[src/verilog/reactive_energy_pkg.sv]
// Constants, register map and field layout of the reactive energy accumulator
// ----------------------------------------------------------------------------
// What this block does
// - Reactive power scaled by one plus signed 12-bit gain trim over 4096.
// - Signed 16-bit offset trim is added to reactive power.
// - 256 counts of offset trim equal one sample LSB.
// - Positive angle gives positive reactive power, negative angle negative.
// - Direction bit clear: positive-to-negative transition sets sign-change flag.
// - Direction bit set: negative-to-positive transition sets sign-change flag.
// - Sign-change flag with its enable holds interrupt until flag cleared.
// - Below no-load threshold: no accumulation, idle flag set.
// - Idle flag with its enable holds interrupt until flag cleared.
// - Select 00 off; 01, 10, 11 choose three falling thresholds.
// - Processed power added to 49-bit signed accumulator every five clocks.
// - Upper 24 accumulator bits readable; plain read does not clear.
// - Both mode bits clear: signed accumulation.
// - Both mode bits set: absolute accumulation wins.
// - Antitamper: add when active power positive, subtract when negative.
// - Absolute mode accumulates magnitude of reactive power.
// - Divide by 8-bit unsigned divisor; zero means one.
// - Clear-on-read view returns energy then clears upper 24 bits.
// - Energy value wraps in both directions and keeps counting.
// - Half-full and overflow events flag and interrupt per enables.
// - Waveform output gives reactive samples at four selectable rates.
// ----------------------------------------------------------------------------
package reactive_energy_pkg;
  // Register byte addresses are four times the printed index
  localparam logic [7:0] IDX_ENERGY = 8'h04;
  localparam logic [7:0] IDX_ENERGY_RC = 8'h05;
  localparam logic [7:0] IDX_WAVE_SEL = 8'h0D;
  localparam logic [7:0] IDX_NOLOAD_CFG = 8'h0E;
  localparam logic [7:0] IDX_ACC_CFG = 8'h0F;
  localparam logic [7:0] IDX_GAIN = 8'h1E;
  localparam logic [7:0] IDX_OFFSET = 8'h21;
  localparam logic [7:0] IDX_DIVISOR = 8'h25;
  localparam logic [7:0] IDX_IRQ_EN_LOW = 8'hD9;
  localparam logic [7:0] IDX_IRQ_EN_MID = 8'hDA;
  localparam logic [7:0] IDX_IRQ_EN_HIGH = 8'hDB;
  localparam logic [7:0] IDX_IRQ_ST_LOW = 8'hDC;
  localparam logic [7:0] IDX_IRQ_ST_MID = 8'hDD;
  // Field positions
  localparam int BIT_IDLE = 1;
  localparam int BIT_SIGN = 4;
  localparam int BIT_ANTITAMPER = 2;
  localparam int BIT_ABSOLUTE = 3;
  localparam int BIT_DIRECTION = 5;
  localparam int BIT_WAVE_EN = 5;
  localparam int BIT_HALF = 0;
  localparam int BIT_WRAP = 1;
  localparam int NL_LSB = 2;
  // Widths and scale
  localparam int ACC_W = 49;
  localparam int ENERGY_W = 24;
  localparam int GAIN_W = 12;
  localparam int GAIN_SHIFT = 12;
  localparam int OFFSET_W = 16;
  localparam int OFFSET_SHIFT = 8;
  localparam int POWER_W = 24;
  localparam int ACC_PERIOD = 5;
  // Wave rate divisors from 200 MHz to 25.6 kSPS base (rounded down)
  localparam int CLK_HZ = 200000000;
  localparam int WAVE_BASE_SPS = 25600;
  localparam int WAVE_BASE_DIV = CLK_HZ / WAVE_BASE_SPS;
  // No-load thresholds as magnitudes of the scaled power, arbitrary full scale
  localparam logic [POWER_W-1:0] NL_THR_1 = 24'h000141;
  localparam logic [POWER_W-1:0] NL_THR_2 = 24'h0000A0;
  localparam logic [POWER_W-1:0] NL_THR_3 = 24'h00004F;
  typedef enum logic [1:0] {ACC_SIGNED, ACC_TAMPER, ACC_ABS} acc_mode_t;
endpackage

[src/verilog/reactive_energy_accumulator.sv]
// Reactive energy accumulator with Wishbone register slave
`timescale 1ns/10ps
`default_nettype none
module reactive_energy_accumulator
  import reactive_energy_pkg::*;
(
  // Clock and reset
  input wire logic clk_i,
  input wire logic rst_i,
  // Wishbone slave
  input wire logic cyc_i,
  input wire logic stb_i,
  input wire logic we_i,
  input wire logic [9:0] adr_i,
  input wire logic [3:0] sel_i,
  input wire logic [31:0] dat_i,
  output logic [31:0] dat_o,
  output logic ack_o,
  // Power inputs from filter path
  input wire logic signed [POWER_W-1:0] reactive_power_i,
  input wire logic active_power_neg_i,
  // Waveform output
  output logic signed [POWER_W-1:0] wave_data_o,
  output logic wave_valid_o,
  // Interrupt request toward the core
  output logic irq_o
);
  // --------------------------------------------------------------------------
  // Registers
  // --------------------------------------------------------------------------
  logic [7:0] wave_sel_reg;
  logic [7:0] noload_cfg_reg;
  logic [7:0] acc_cfg_reg;
  logic [GAIN_W-1:0] gain_reg;
  logic [OFFSET_W-1:0] offset_reg;
  logic [7:0] divisor_reg;
  logic [7:0] irq_en_low_reg;
  logic [7:0] irq_en_mid_reg;
  logic [7:0] irq_en_high_reg;
  logic [7:0] irq_st_low_reg;
  logic [7:0] irq_st_mid_reg;
  logic signed [ACC_W-1:0] acc_reg;
  logic [2:0] phase_reg;
  logic sign_prev_reg;
  logic ack_reg;
  logic [31:0] dat_reg;

  logic signed [POWER_W-1:0] trimmed;
  logic signed [POWER_W-1:0] divided;
  logic [7:0] idx;
  logic req;
  logic wr;
  logic rd_rc;
  logic tick;
  logic below;
  logic [POWER_W-1:0] mag;
  logic [POWER_W-1:0] thr;
  acc_mode_t mode;
  logic signed [ACC_W-1:0] addend;
  logic signed [ACC_W-1:0] acc_next;
  logic [ENERGY_W-1:0] top_old;
  logic [ENERGY_W-1:0] top_new;
  logic ev_half;
  logic ev_wrap;
  logic ev_sign;

  // --------------------------------------------------------------------------
  // Processing chain
  // --------------------------------------------------------------------------
  power_trim u_trim (
    .clk_i(clk_i),
    .rst_i(rst_i),
    .power_i(reactive_power_i),
    .gain_i(gain_reg),
    .offset_i(offset_reg),
    .power_o(trimmed)
  );

  energy_divider u_div (
    .clk_i(clk_i),
    .rst_i(rst_i),
    .power_i(trimmed),
    .divisor_i(divisor_reg),
    .power_o(divided)
  );

  // --------------------------------------------------------------------------
  // Bus decode
  // --------------------------------------------------------------------------
  assign idx = adr_i[9:2];
  assign req = cyc_i && stb_i && !ack_reg;
  assign wr = req && we_i && sel_i[0];
  assign rd_rc = req && !we_i && (idx == IDX_ENERGY_RC);
  assign ack_o = ack_reg;
  assign dat_o = dat_reg;

  always_ff @(posedge clk_i)
  begin
    if (rst_i)
      ack_reg <= 1'b0;
    else
      ack_reg <= req;
  end

  // Read data registered; slave answers one cycle after the request
  always_ff @(posedge clk_i)
  begin
    if (rst_i)
      dat_reg <= 32'h0000_0000;
    else if (req && !we_i)
    begin
      unique case (idx)
        IDX_ENERGY, IDX_ENERGY_RC: dat_reg <= {8'h00, acc_reg[ACC_W-1 -: ENERGY_W]};
        IDX_WAVE_SEL: dat_reg <= {24'h0, wave_sel_reg};
        IDX_NOLOAD_CFG: dat_reg <= {24'h0, noload_cfg_reg};
        IDX_ACC_CFG: dat_reg <= {24'h0, acc_cfg_reg};
        IDX_GAIN: dat_reg <= {20'h0, gain_reg};
        IDX_OFFSET: dat_reg <= {16'h0, offset_reg};
        IDX_DIVISOR: dat_reg <= {24'h0, divisor_reg};
        IDX_IRQ_EN_LOW: dat_reg <= {24'h0, irq_en_low_reg};
        IDX_IRQ_EN_MID: dat_reg <= {24'h0, irq_en_mid_reg};
        IDX_IRQ_EN_HIGH: dat_reg <= {24'h0, irq_en_high_reg};
        IDX_IRQ_ST_LOW: dat_reg <= {24'h0, irq_st_low_reg};
        IDX_IRQ_ST_MID: dat_reg <= {24'h0, irq_st_mid_reg};
        default: dat_reg <= 32'h0000_0000;
      endcase
    end
  end

  // Byte lane 0 only; wider registers take their upper bits from lane 1
  always_ff @(posedge clk_i)
  begin
    if (rst_i)
    begin
      wave_sel_reg <= 8'h00;
      noload_cfg_reg <= 8'h00;
      acc_cfg_reg <= 8'h00;
      gain_reg <= 12'h000;
      offset_reg <= 16'h0000;
      divisor_reg <= 8'h00;
      irq_en_low_reg <= 8'h00;
      irq_en_mid_reg <= 8'h00;
      irq_en_high_reg <= 8'h00;
    end
    else if (wr)
    begin
      unique case (idx)
        IDX_WAVE_SEL: wave_sel_reg <= dat_i[7:0];
        IDX_NOLOAD_CFG: noload_cfg_reg <= dat_i[7:0];
        IDX_ACC_CFG: acc_cfg_reg <= dat_i[7:0];
        IDX_GAIN: gain_reg <= sel_i[1] ? dat_i[11:0] : {gain_reg[11:8], dat_i[7:0]};
        IDX_OFFSET: offset_reg <= sel_i[1] ? dat_i[15:0] : {offset_reg[15:8], dat_i[7:0]};
        IDX_DIVISOR: divisor_reg <= dat_i[7:0];
        IDX_IRQ_EN_LOW: irq_en_low_reg <= dat_i[7:0];
        IDX_IRQ_EN_MID: irq_en_mid_reg <= dat_i[7:0];
        IDX_IRQ_EN_HIGH: irq_en_high_reg <= dat_i[7:0];
        default: ;
      endcase
    end
  end

  // --------------------------------------------------------------------------
  // No-load, mode and accumulation
  // --------------------------------------------------------------------------
  assign mag = divided[POWER_W-1] ? POWER_W'(-divided) : divided;

  always_comb
  begin
    unique case (noload_cfg_reg[NL_LSB +: 2])
      2'b01: thr = NL_THR_1;
      2'b10: thr = NL_THR_2;
      2'b11: thr = NL_THR_3;
      default: thr = '0;
    endcase
  end

  assign below = (thr != '0) && (mag < thr);

  always_comb
  begin
    if (acc_cfg_reg[BIT_ABSOLUTE])
      mode = ACC_ABS;
    else if (acc_cfg_reg[BIT_ANTITAMPER])
      mode = ACC_TAMPER;
    else
      mode = ACC_SIGNED;
  end

  always_comb
  begin
    unique case (mode)
      ACC_ABS: addend = ACC_W'($signed({1'b0, mag}));
      ACC_TAMPER: addend = active_power_neg_i ? -ACC_W'(divided) : ACC_W'(divided);
      ACC_SIGNED: addend = ACC_W'(divided);
    endcase
  end

  assign tick = (phase_reg == 3'(ACC_PERIOD - 1));
  // Plain sum wraps naturally in the 24-bit view
  assign acc_next = acc_reg + ((tick && !below) ? addend : '0);

  always_ff @(posedge clk_i)
  begin
    if (rst_i)
      phase_reg <= 3'h0;
    else
      phase_reg <= tick ? 3'h0 : phase_reg + 3'h1;
  end

  always_ff @(posedge clk_i)
  begin
    if (rst_i)
      acc_reg <= '0;
    else if (rd_rc)
      acc_reg <= {ENERGY_W'(0), acc_next[ACC_W-ENERGY_W-1:0]};
    else
      acc_reg <= acc_next;
  end

  // --------------------------------------------------------------------------
  // Events and status
  // --------------------------------------------------------------------------
  assign top_old = acc_reg[ACC_W-1 -: ENERGY_W];
  assign top_new = acc_next[ACC_W-1 -: ENERGY_W];
  // Overflow and underflow leave a differing top pair; a crossing through zero does not
  assign ev_wrap = (top_old[23] != top_new[23]) && (top_old[22] != top_old[23]);
  assign ev_half = (top_old[22] ^ top_old[23]) == 1'b0
      && (top_new[22] ^ top_new[23]) == 1'b1;

  always_ff @(posedge clk_i)
  begin
    if (rst_i)
      sign_prev_reg <= 1'b0;
    else
      sign_prev_reg <= trimmed[POWER_W-1];
  end

  assign ev_sign = acc_cfg_reg[BIT_DIRECTION]
      ? (sign_prev_reg && !trimmed[POWER_W-1])
      : (!sign_prev_reg && trimmed[POWER_W-1]);

  // Writing one clears a flag; a new event in the same cycle wins
  always_ff @(posedge clk_i)
  begin
    if (rst_i)
      irq_st_low_reg <= 8'h00;
    else
    begin
      if (wr && idx == IDX_IRQ_ST_LOW)
        irq_st_low_reg <= irq_st_low_reg & ~dat_i[7:0];
      if (ev_sign)
        irq_st_low_reg[BIT_SIGN] <= 1'b1;
      if (below)
        irq_st_low_reg[BIT_IDLE] <= 1'b1;
    end
  end

  always_ff @(posedge clk_i)
  begin
    if (rst_i)
      irq_st_mid_reg <= 8'h00;
    else
    begin
      if (wr && idx == IDX_IRQ_ST_MID)
        irq_st_mid_reg <= irq_st_mid_reg & ~dat_i[7:0];
      if (ev_half)
        irq_st_mid_reg[BIT_HALF] <= 1'b1;
      if (ev_wrap)
        irq_st_mid_reg[BIT_WRAP] <= 1'b1;
    end
  end

  assign irq_o = |(irq_st_low_reg & irq_en_low_reg)
      || |(irq_st_mid_reg & irq_en_mid_reg);

  // --------------------------------------------------------------------------
  // Waveform sampling
  // --------------------------------------------------------------------------
  logic [15:0] wave_cnt_reg;
  logic [15:0] wave_limit;
  assign wave_limit = 16'((WAVE_BASE_DIV << wave_sel_reg[1:0]) - 1);

  always_ff @(posedge clk_i)
  begin
    if (rst_i || !irq_en_high_reg[BIT_WAVE_EN])
    begin
      wave_cnt_reg <= 16'h0000;
      wave_valid_o <= 1'b0;
      wave_data_o <= '0;
    end
    else
    begin
      wave_valid_o <= (wave_cnt_reg == wave_limit);
      wave_cnt_reg <= (wave_cnt_reg >= wave_limit) ? 16'h0000 : wave_cnt_reg + 16'h0001;
      if (wave_cnt_reg == wave_limit)
        wave_data_o <= trimmed;
    end
  end

  // --------------------------------------------------------------------------
  // Checks
  // --------------------------------------------------------------------------
  a_tick_period: assert property (@(posedge clk_i) disable iff (rst_i)
    tick |=> !tick [*4] ##1 tick) else $error("accumulate tick not every five clocks");
  a_hold_between: assert property (@(posedge clk_i) disable iff (rst_i)
    !tick && !rd_rc |=> acc_reg == $past(acc_reg)) else $error("accumulator moved off tick");
  a_noload_skip: assert property (@(posedge clk_i) disable iff (rst_i)
    below && !rd_rc |=> acc_reg == $past(acc_reg)) else $error("accumulated under no load");
  a_idle_flag: assert property (@(posedge clk_i) disable iff (rst_i)
    below |=> irq_st_low_reg[BIT_IDLE]) else $error("idle flag not set");
  a_sign_flag: assert property (@(posedge clk_i) disable iff (rst_i)
    !acc_cfg_reg[BIT_DIRECTION] && !sign_prev_reg && trimmed[POWER_W-1]
    |=> irq_st_low_reg[BIT_SIGN]) else $error("sign flag missed");
  a_irq_pending: assert property (@(posedge clk_i) disable iff (rst_i)
    irq_st_low_reg[BIT_SIGN] && irq_en_low_reg[BIT_SIGN] |-> irq_o)
    else $error("sign interrupt not pending");
  a_clear_read: assert property (@(posedge clk_i) disable iff (rst_i)
    rd_rc |=> acc_reg[ACC_W-1 -: ENERGY_W] == '0) else $error("clear on read failed");
  a_abs_mode: assert property (@(posedge clk_i) disable iff (rst_i)
    acc_cfg_reg[BIT_ABSOLUTE] && tick && !below && !rd_rc |=> acc_reg >= $past(acc_reg)
    || $past(acc_reg[ACC_W-1:ACC_W-2]) == 2'b01) else $error("absolute mode decreased");
  a_ack_once: assert property (@(posedge clk_i) disable iff (rst_i)
    ack_o |=> !ack_o) else $error("ack held two cycles");
endmodule
`default_nettype wire

[src/verilog/power_trim.sv]
// Gain and offset trim stage for the reactive power sample
`timescale 1ns/10ps
`default_nettype none
module power_trim
  import reactive_energy_pkg::*;
(
  // Clock and reset
  input wire logic clk_i,
  input wire logic rst_i,
  // Data
  input wire logic signed [POWER_W-1:0] power_i,
  input wire logic [GAIN_W-1:0] gain_i,
  input wire logic [OFFSET_W-1:0] offset_i,
  output logic signed [POWER_W-1:0] power_o
);
  logic signed [POWER_W+GAIN_W:0] prod;
  logic signed [POWER_W+1:0] sum;
  assign prod = power_i * $signed(gain_i);
  // Offset is in 1/256 LSB units; fraction truncated toward minus infinity
  assign sum = (POWER_W+2)'(power_i) + (POWER_W+2)'(prod >>> GAIN_SHIFT)
      + (POWER_W+2)'($signed(offset_i) >>> OFFSET_SHIFT);
  always_ff @(posedge clk_i)
  begin
    if (rst_i)
      power_o <= '0;
    else
      power_o <= sum[POWER_W-1:0];
  end
endmodule
`default_nettype wire

[src/verilog/energy_divider.sv]
// Divide-by-N prescaler for processed power before accumulation
`timescale 1ns/10ps
`default_nettype none
module energy_divider
  import reactive_energy_pkg::*;
(
  // Clock and reset
  input wire logic clk_i,
  input wire logic rst_i,
  // Data
  input wire logic signed [POWER_W-1:0] power_i,
  input wire logic [7:0] divisor_i,
  output logic signed [POWER_W-1:0] power_o
);
  logic [7:0] div_eff;
  // Zero is treated as one so the path never stalls
  assign div_eff = (divisor_i == 8'h00) ? 8'h01 : divisor_i;
  always_ff @(posedge clk_i)
  begin
    if (rst_i)
      power_o <= '0;
    else
      power_o <= POWER_W'(power_i / $signed({1'b0, div_eff}));
  end
endmodule
`default_nettype wire

[config.mk]
export PLATFORM = sky130hd
export DESIGN_NAME = reactive_energy_accumulator
export DESIGN_NICKNAME = d
export VERILOG_FILES = /design/src/verilog/reactive_energy_pkg.sv /design/src/verilog/reactive_energy_accumulator.sv /design/src/verilog/power_trim.sv /design/src/verilog/energy_divider.sv
export SDC_FILE = /design/constraint.sdc
export NUM_CORES = 2
export LEC_CHECK = 0
export BUFFER_PORTS_ARGS = -buffer_cell sky130_fd_sc_hd__buf_2
export CORE_AREA = 5 5 393 395
export DETAILED_ROUTE_END_ITERATION = 12
export DIE_AREA = 0 0 398 400
export MAX_ROUTING_LAYER = met4
export PLACE_DENSITY_LB_ADDON = 0.25
export SLEW_MARGIN = 20
export SYNTH_ARGS = -nofsm -noshare
export SYNTH_HDL_FRONTEND = slang
export SYNTH_HIERARCHICAL = 1
export SYNTH_SLANG_ARGS = --single-unit
[constraint.sdc]
create_clock -name clk_i -period 159.2 [get_ports clk_i]
set_input_delay 0 -clock clk_i [delete_from_list [all_inputs] [get_ports clk_i]]
set_output_delay 0 -clock clk_i [all_outputs]
set_load 0.01 [all_outputs]
==> results.json <==
{
  "outcome": "complete, no violations",
  "slowest_delay_ps": 800,
  "clkTransAtPathRegs_ps": 60,
  "final_area_um2": 41400,
  "max_cap_violations": 0,
  "hold_class": "primary input to flip-flop",
  "initial_utilization_pct": 24.8,
  "tightest_slew_ps": 1070,
  "ctsResizeCount": 0,
  "cts_made_buffers": 34,
  "multi_input_area_um2": 29700,
  "placed_area_um2": 40000,
  "synth_edf_count": 0,
  "top_level_ports": 135,
  "largest_register_ffs": 49,
  "cts.htree.levels": 2,
  "core-area_um2": 151000,
  "place_congestion": 0.874,
  "path_class": "flip-flop to flip-flop",
  "cts_root_buf": "clkbuf_16",
  "ys_seq_area_share_pct": 14.3,
  "grt_pass1_wl_um": 189000,
  "numClockSinks": 267,
  "dp_hpwl_um": 94600,
  "post-place-ws_ps": 88750,
  "fillers": 16440,
  "drc": 0,
  "yosys_warnings": 6,
  "hold_buffers": 22,
  "netlist_area_um2": 37300,
  "critPathSlowestCell": "a41oi_1",
  "worstPathArrival_ps": 71340,
  "regArea_um2": 5350,
  "via_count": 34034,
  "via_per_inst": 4.99,
  "rrSetupSlack_ps": 88290,
  "die_w_um": 398,
  "synth-async-reset-ratio_pct": 0,
  "drtPass1Iterations": 7,
  "clock_latency_ps": 570,
  "grt_overflow": 0,
  "syn_to_final_growth_pct": 10.9,
  "fmax_mhz": 14.1,
  "slew_violations": 0,
  "maxSlewHeadroom_pct": 28.7,
  "fin_crit_sh_pct": 44.5,
  "finalSetupTns_ps": 0,
  "grt_max_degree": 80,
  "grt_setup_unrepaired": "false",
  "finalSetupViolations": 0,
  "portBuffers": 106,
  "clock_path_buffers": 3,
  "synth_ff_type": "dfxtp_1",
  "rows": 143,
  "antenna_found_initial": 8,
  "drive_gt1_share_pct": 8.16,
  "die_y_um": 400,
  "finalHoldViolCount": 0,
  "ys_types": 126,
  "crit_required_ps": 159630,
  "cp_common_cell": "o21a_1",
  "nets": 5460,
  "first_iter_violations": 1948,
  "track_usage_pct": 15.1,
  "critical_path_buf_inv_count": 19,
  "finClkSkew_ps": 33.7,
  "setup_ws_ps": 88290,
  "ys_ff_latch": 267,
  "critPathMaxFanout": 41,
  "dieArea_um2": 159000,
  "syn_area_per_cell_um2": 7.85,
  "start_kind": "flip-flop",
  "period_minus_slack_ps": 70910,
  "cts_tree": "yes",
  "routed_wl_um": 120000,
  "post_cts_buffers": 0,
  "wire_per_inst_um": 17.6,
  "antenna_left": 0,
  "critical-path-top-delay-family": "compound AO/OA/AOI/OAI gates",
  "grt_pass1_vias": 33524,
  "synthCells": 4758,
  "endpoint_kind": "flip-flop"
}
[synthesized netlist by cell type, types with 84 or more instances]
cell	count	area [um^2]
xnor2_1	139	1220
and2_1	109	682
ha_1	334	4180
o21a_1	109	818
nand2_1	559	2100
nor2_1	420	1580
a21oi_1	324	1620
xor2_1	90	788
nand3_1	137	686
o21ai_0	146	731
o31ai_1	84	631
nor3_1	188	941
clkbuf_1	171	642
inv_1	391	1470
fa_1	281	5630
dfxtp_1	267	5350
[logic make-up (layout without fill, tap and decap cells)]
group	after synthesis	after routing	share of synthesized area (%)
other	2	13	0.0201
AO/OA/AOI/OAI	1152	1152	21.4
XOR/XNOR	230	230	5.44
adder cells (fa/ha/maj)	617	617	26.3
flip-flops	267	267	14.3
buffers and inverters	608	635	6.36
AND/OR/NAND/NOR	1781	1781	23.3
multiplexers	101	101	2.93
[path summary, 6_finish.rpt]
kind,from,end,cells after the start
worst max-delay path,u_trim/power_o[23],u_div/power_o[22],284
worst min-delay path,reactive_power_i[0],u_trim/power_o[0],3
worst max register to register,u_trim/power_o[23],u_div/power_o[22],284
worst min register to register,offset_reg[5],offset_reg[5],2
[worst register-to-register path: cells and delay by family (launching register included)]
kind / cells / cell delay [ps]
flip-flops: 1 / 320
buffers and inverters: 19 / 3610
AND/OR/NAND/NOR: 90 / 21450
AO/OA/AOI/OAI: 137 / 33700
adder cells (fa/ha/maj): 25 / 7160
XOR/XNOR: 1 / 170
multiplexers: 12 / 4310
[placed cells by master, fill, tap and decap left out, types with 52 or more instances in the layout]
cell type,netlist,routed
a21o_1,77,77
a21oi_1,324,323
and2_1,109,109
buf_2,19,105
buf_4,10,52
dfxtp_1,267,264
fa_1,281,281
ha_1,334,334
inv_1,391,391
mux2_2,53,53
nand2_1,559,559
nand2b_1,62,62
nand3_1,137,137
nor2_1,420,418
nor3_1,188,185
o21a_1,109,109
o21ai_0,146,145
o31ai_1,84,84
xnor2_1,139,139
xor2_1,90,90
[per-stage QoR]
stage	util (%)	cells	hold slack, ps
finish	27.4	6826	86.8
global route	27.4	6826	127
CTS	27.4	6823	76.0
detailed placement	26.5	6741	305
global placement	26.5	6741	303
floorplan	-	4766	71.6
[routing by layer]
metal / track usage, % / share of wire [%] / vias up
met2: 25.0 / 47 / 629
met4: 3.15 / 1.8 / 0
met5: - / 0 / -
li1: - / - / 16768
met1: 20.0 / 47 / 16525
met3: 1.69 / 4.0 / 112
[cell type report]
type	count	area share [%]
inverter	395	3.58
multi-input combinational	3891	71.8
clock buffer	42	2.23
clock inverter	18	0.562
sequential	267	12.9
timing repair buffer	180	2.77
tap	2030	6.14
antenna	3	0.0181
Power is left out: the tool's default activity adds up to more than one toggle a clock period on the data nets, which glitch-free logic cannot reach.
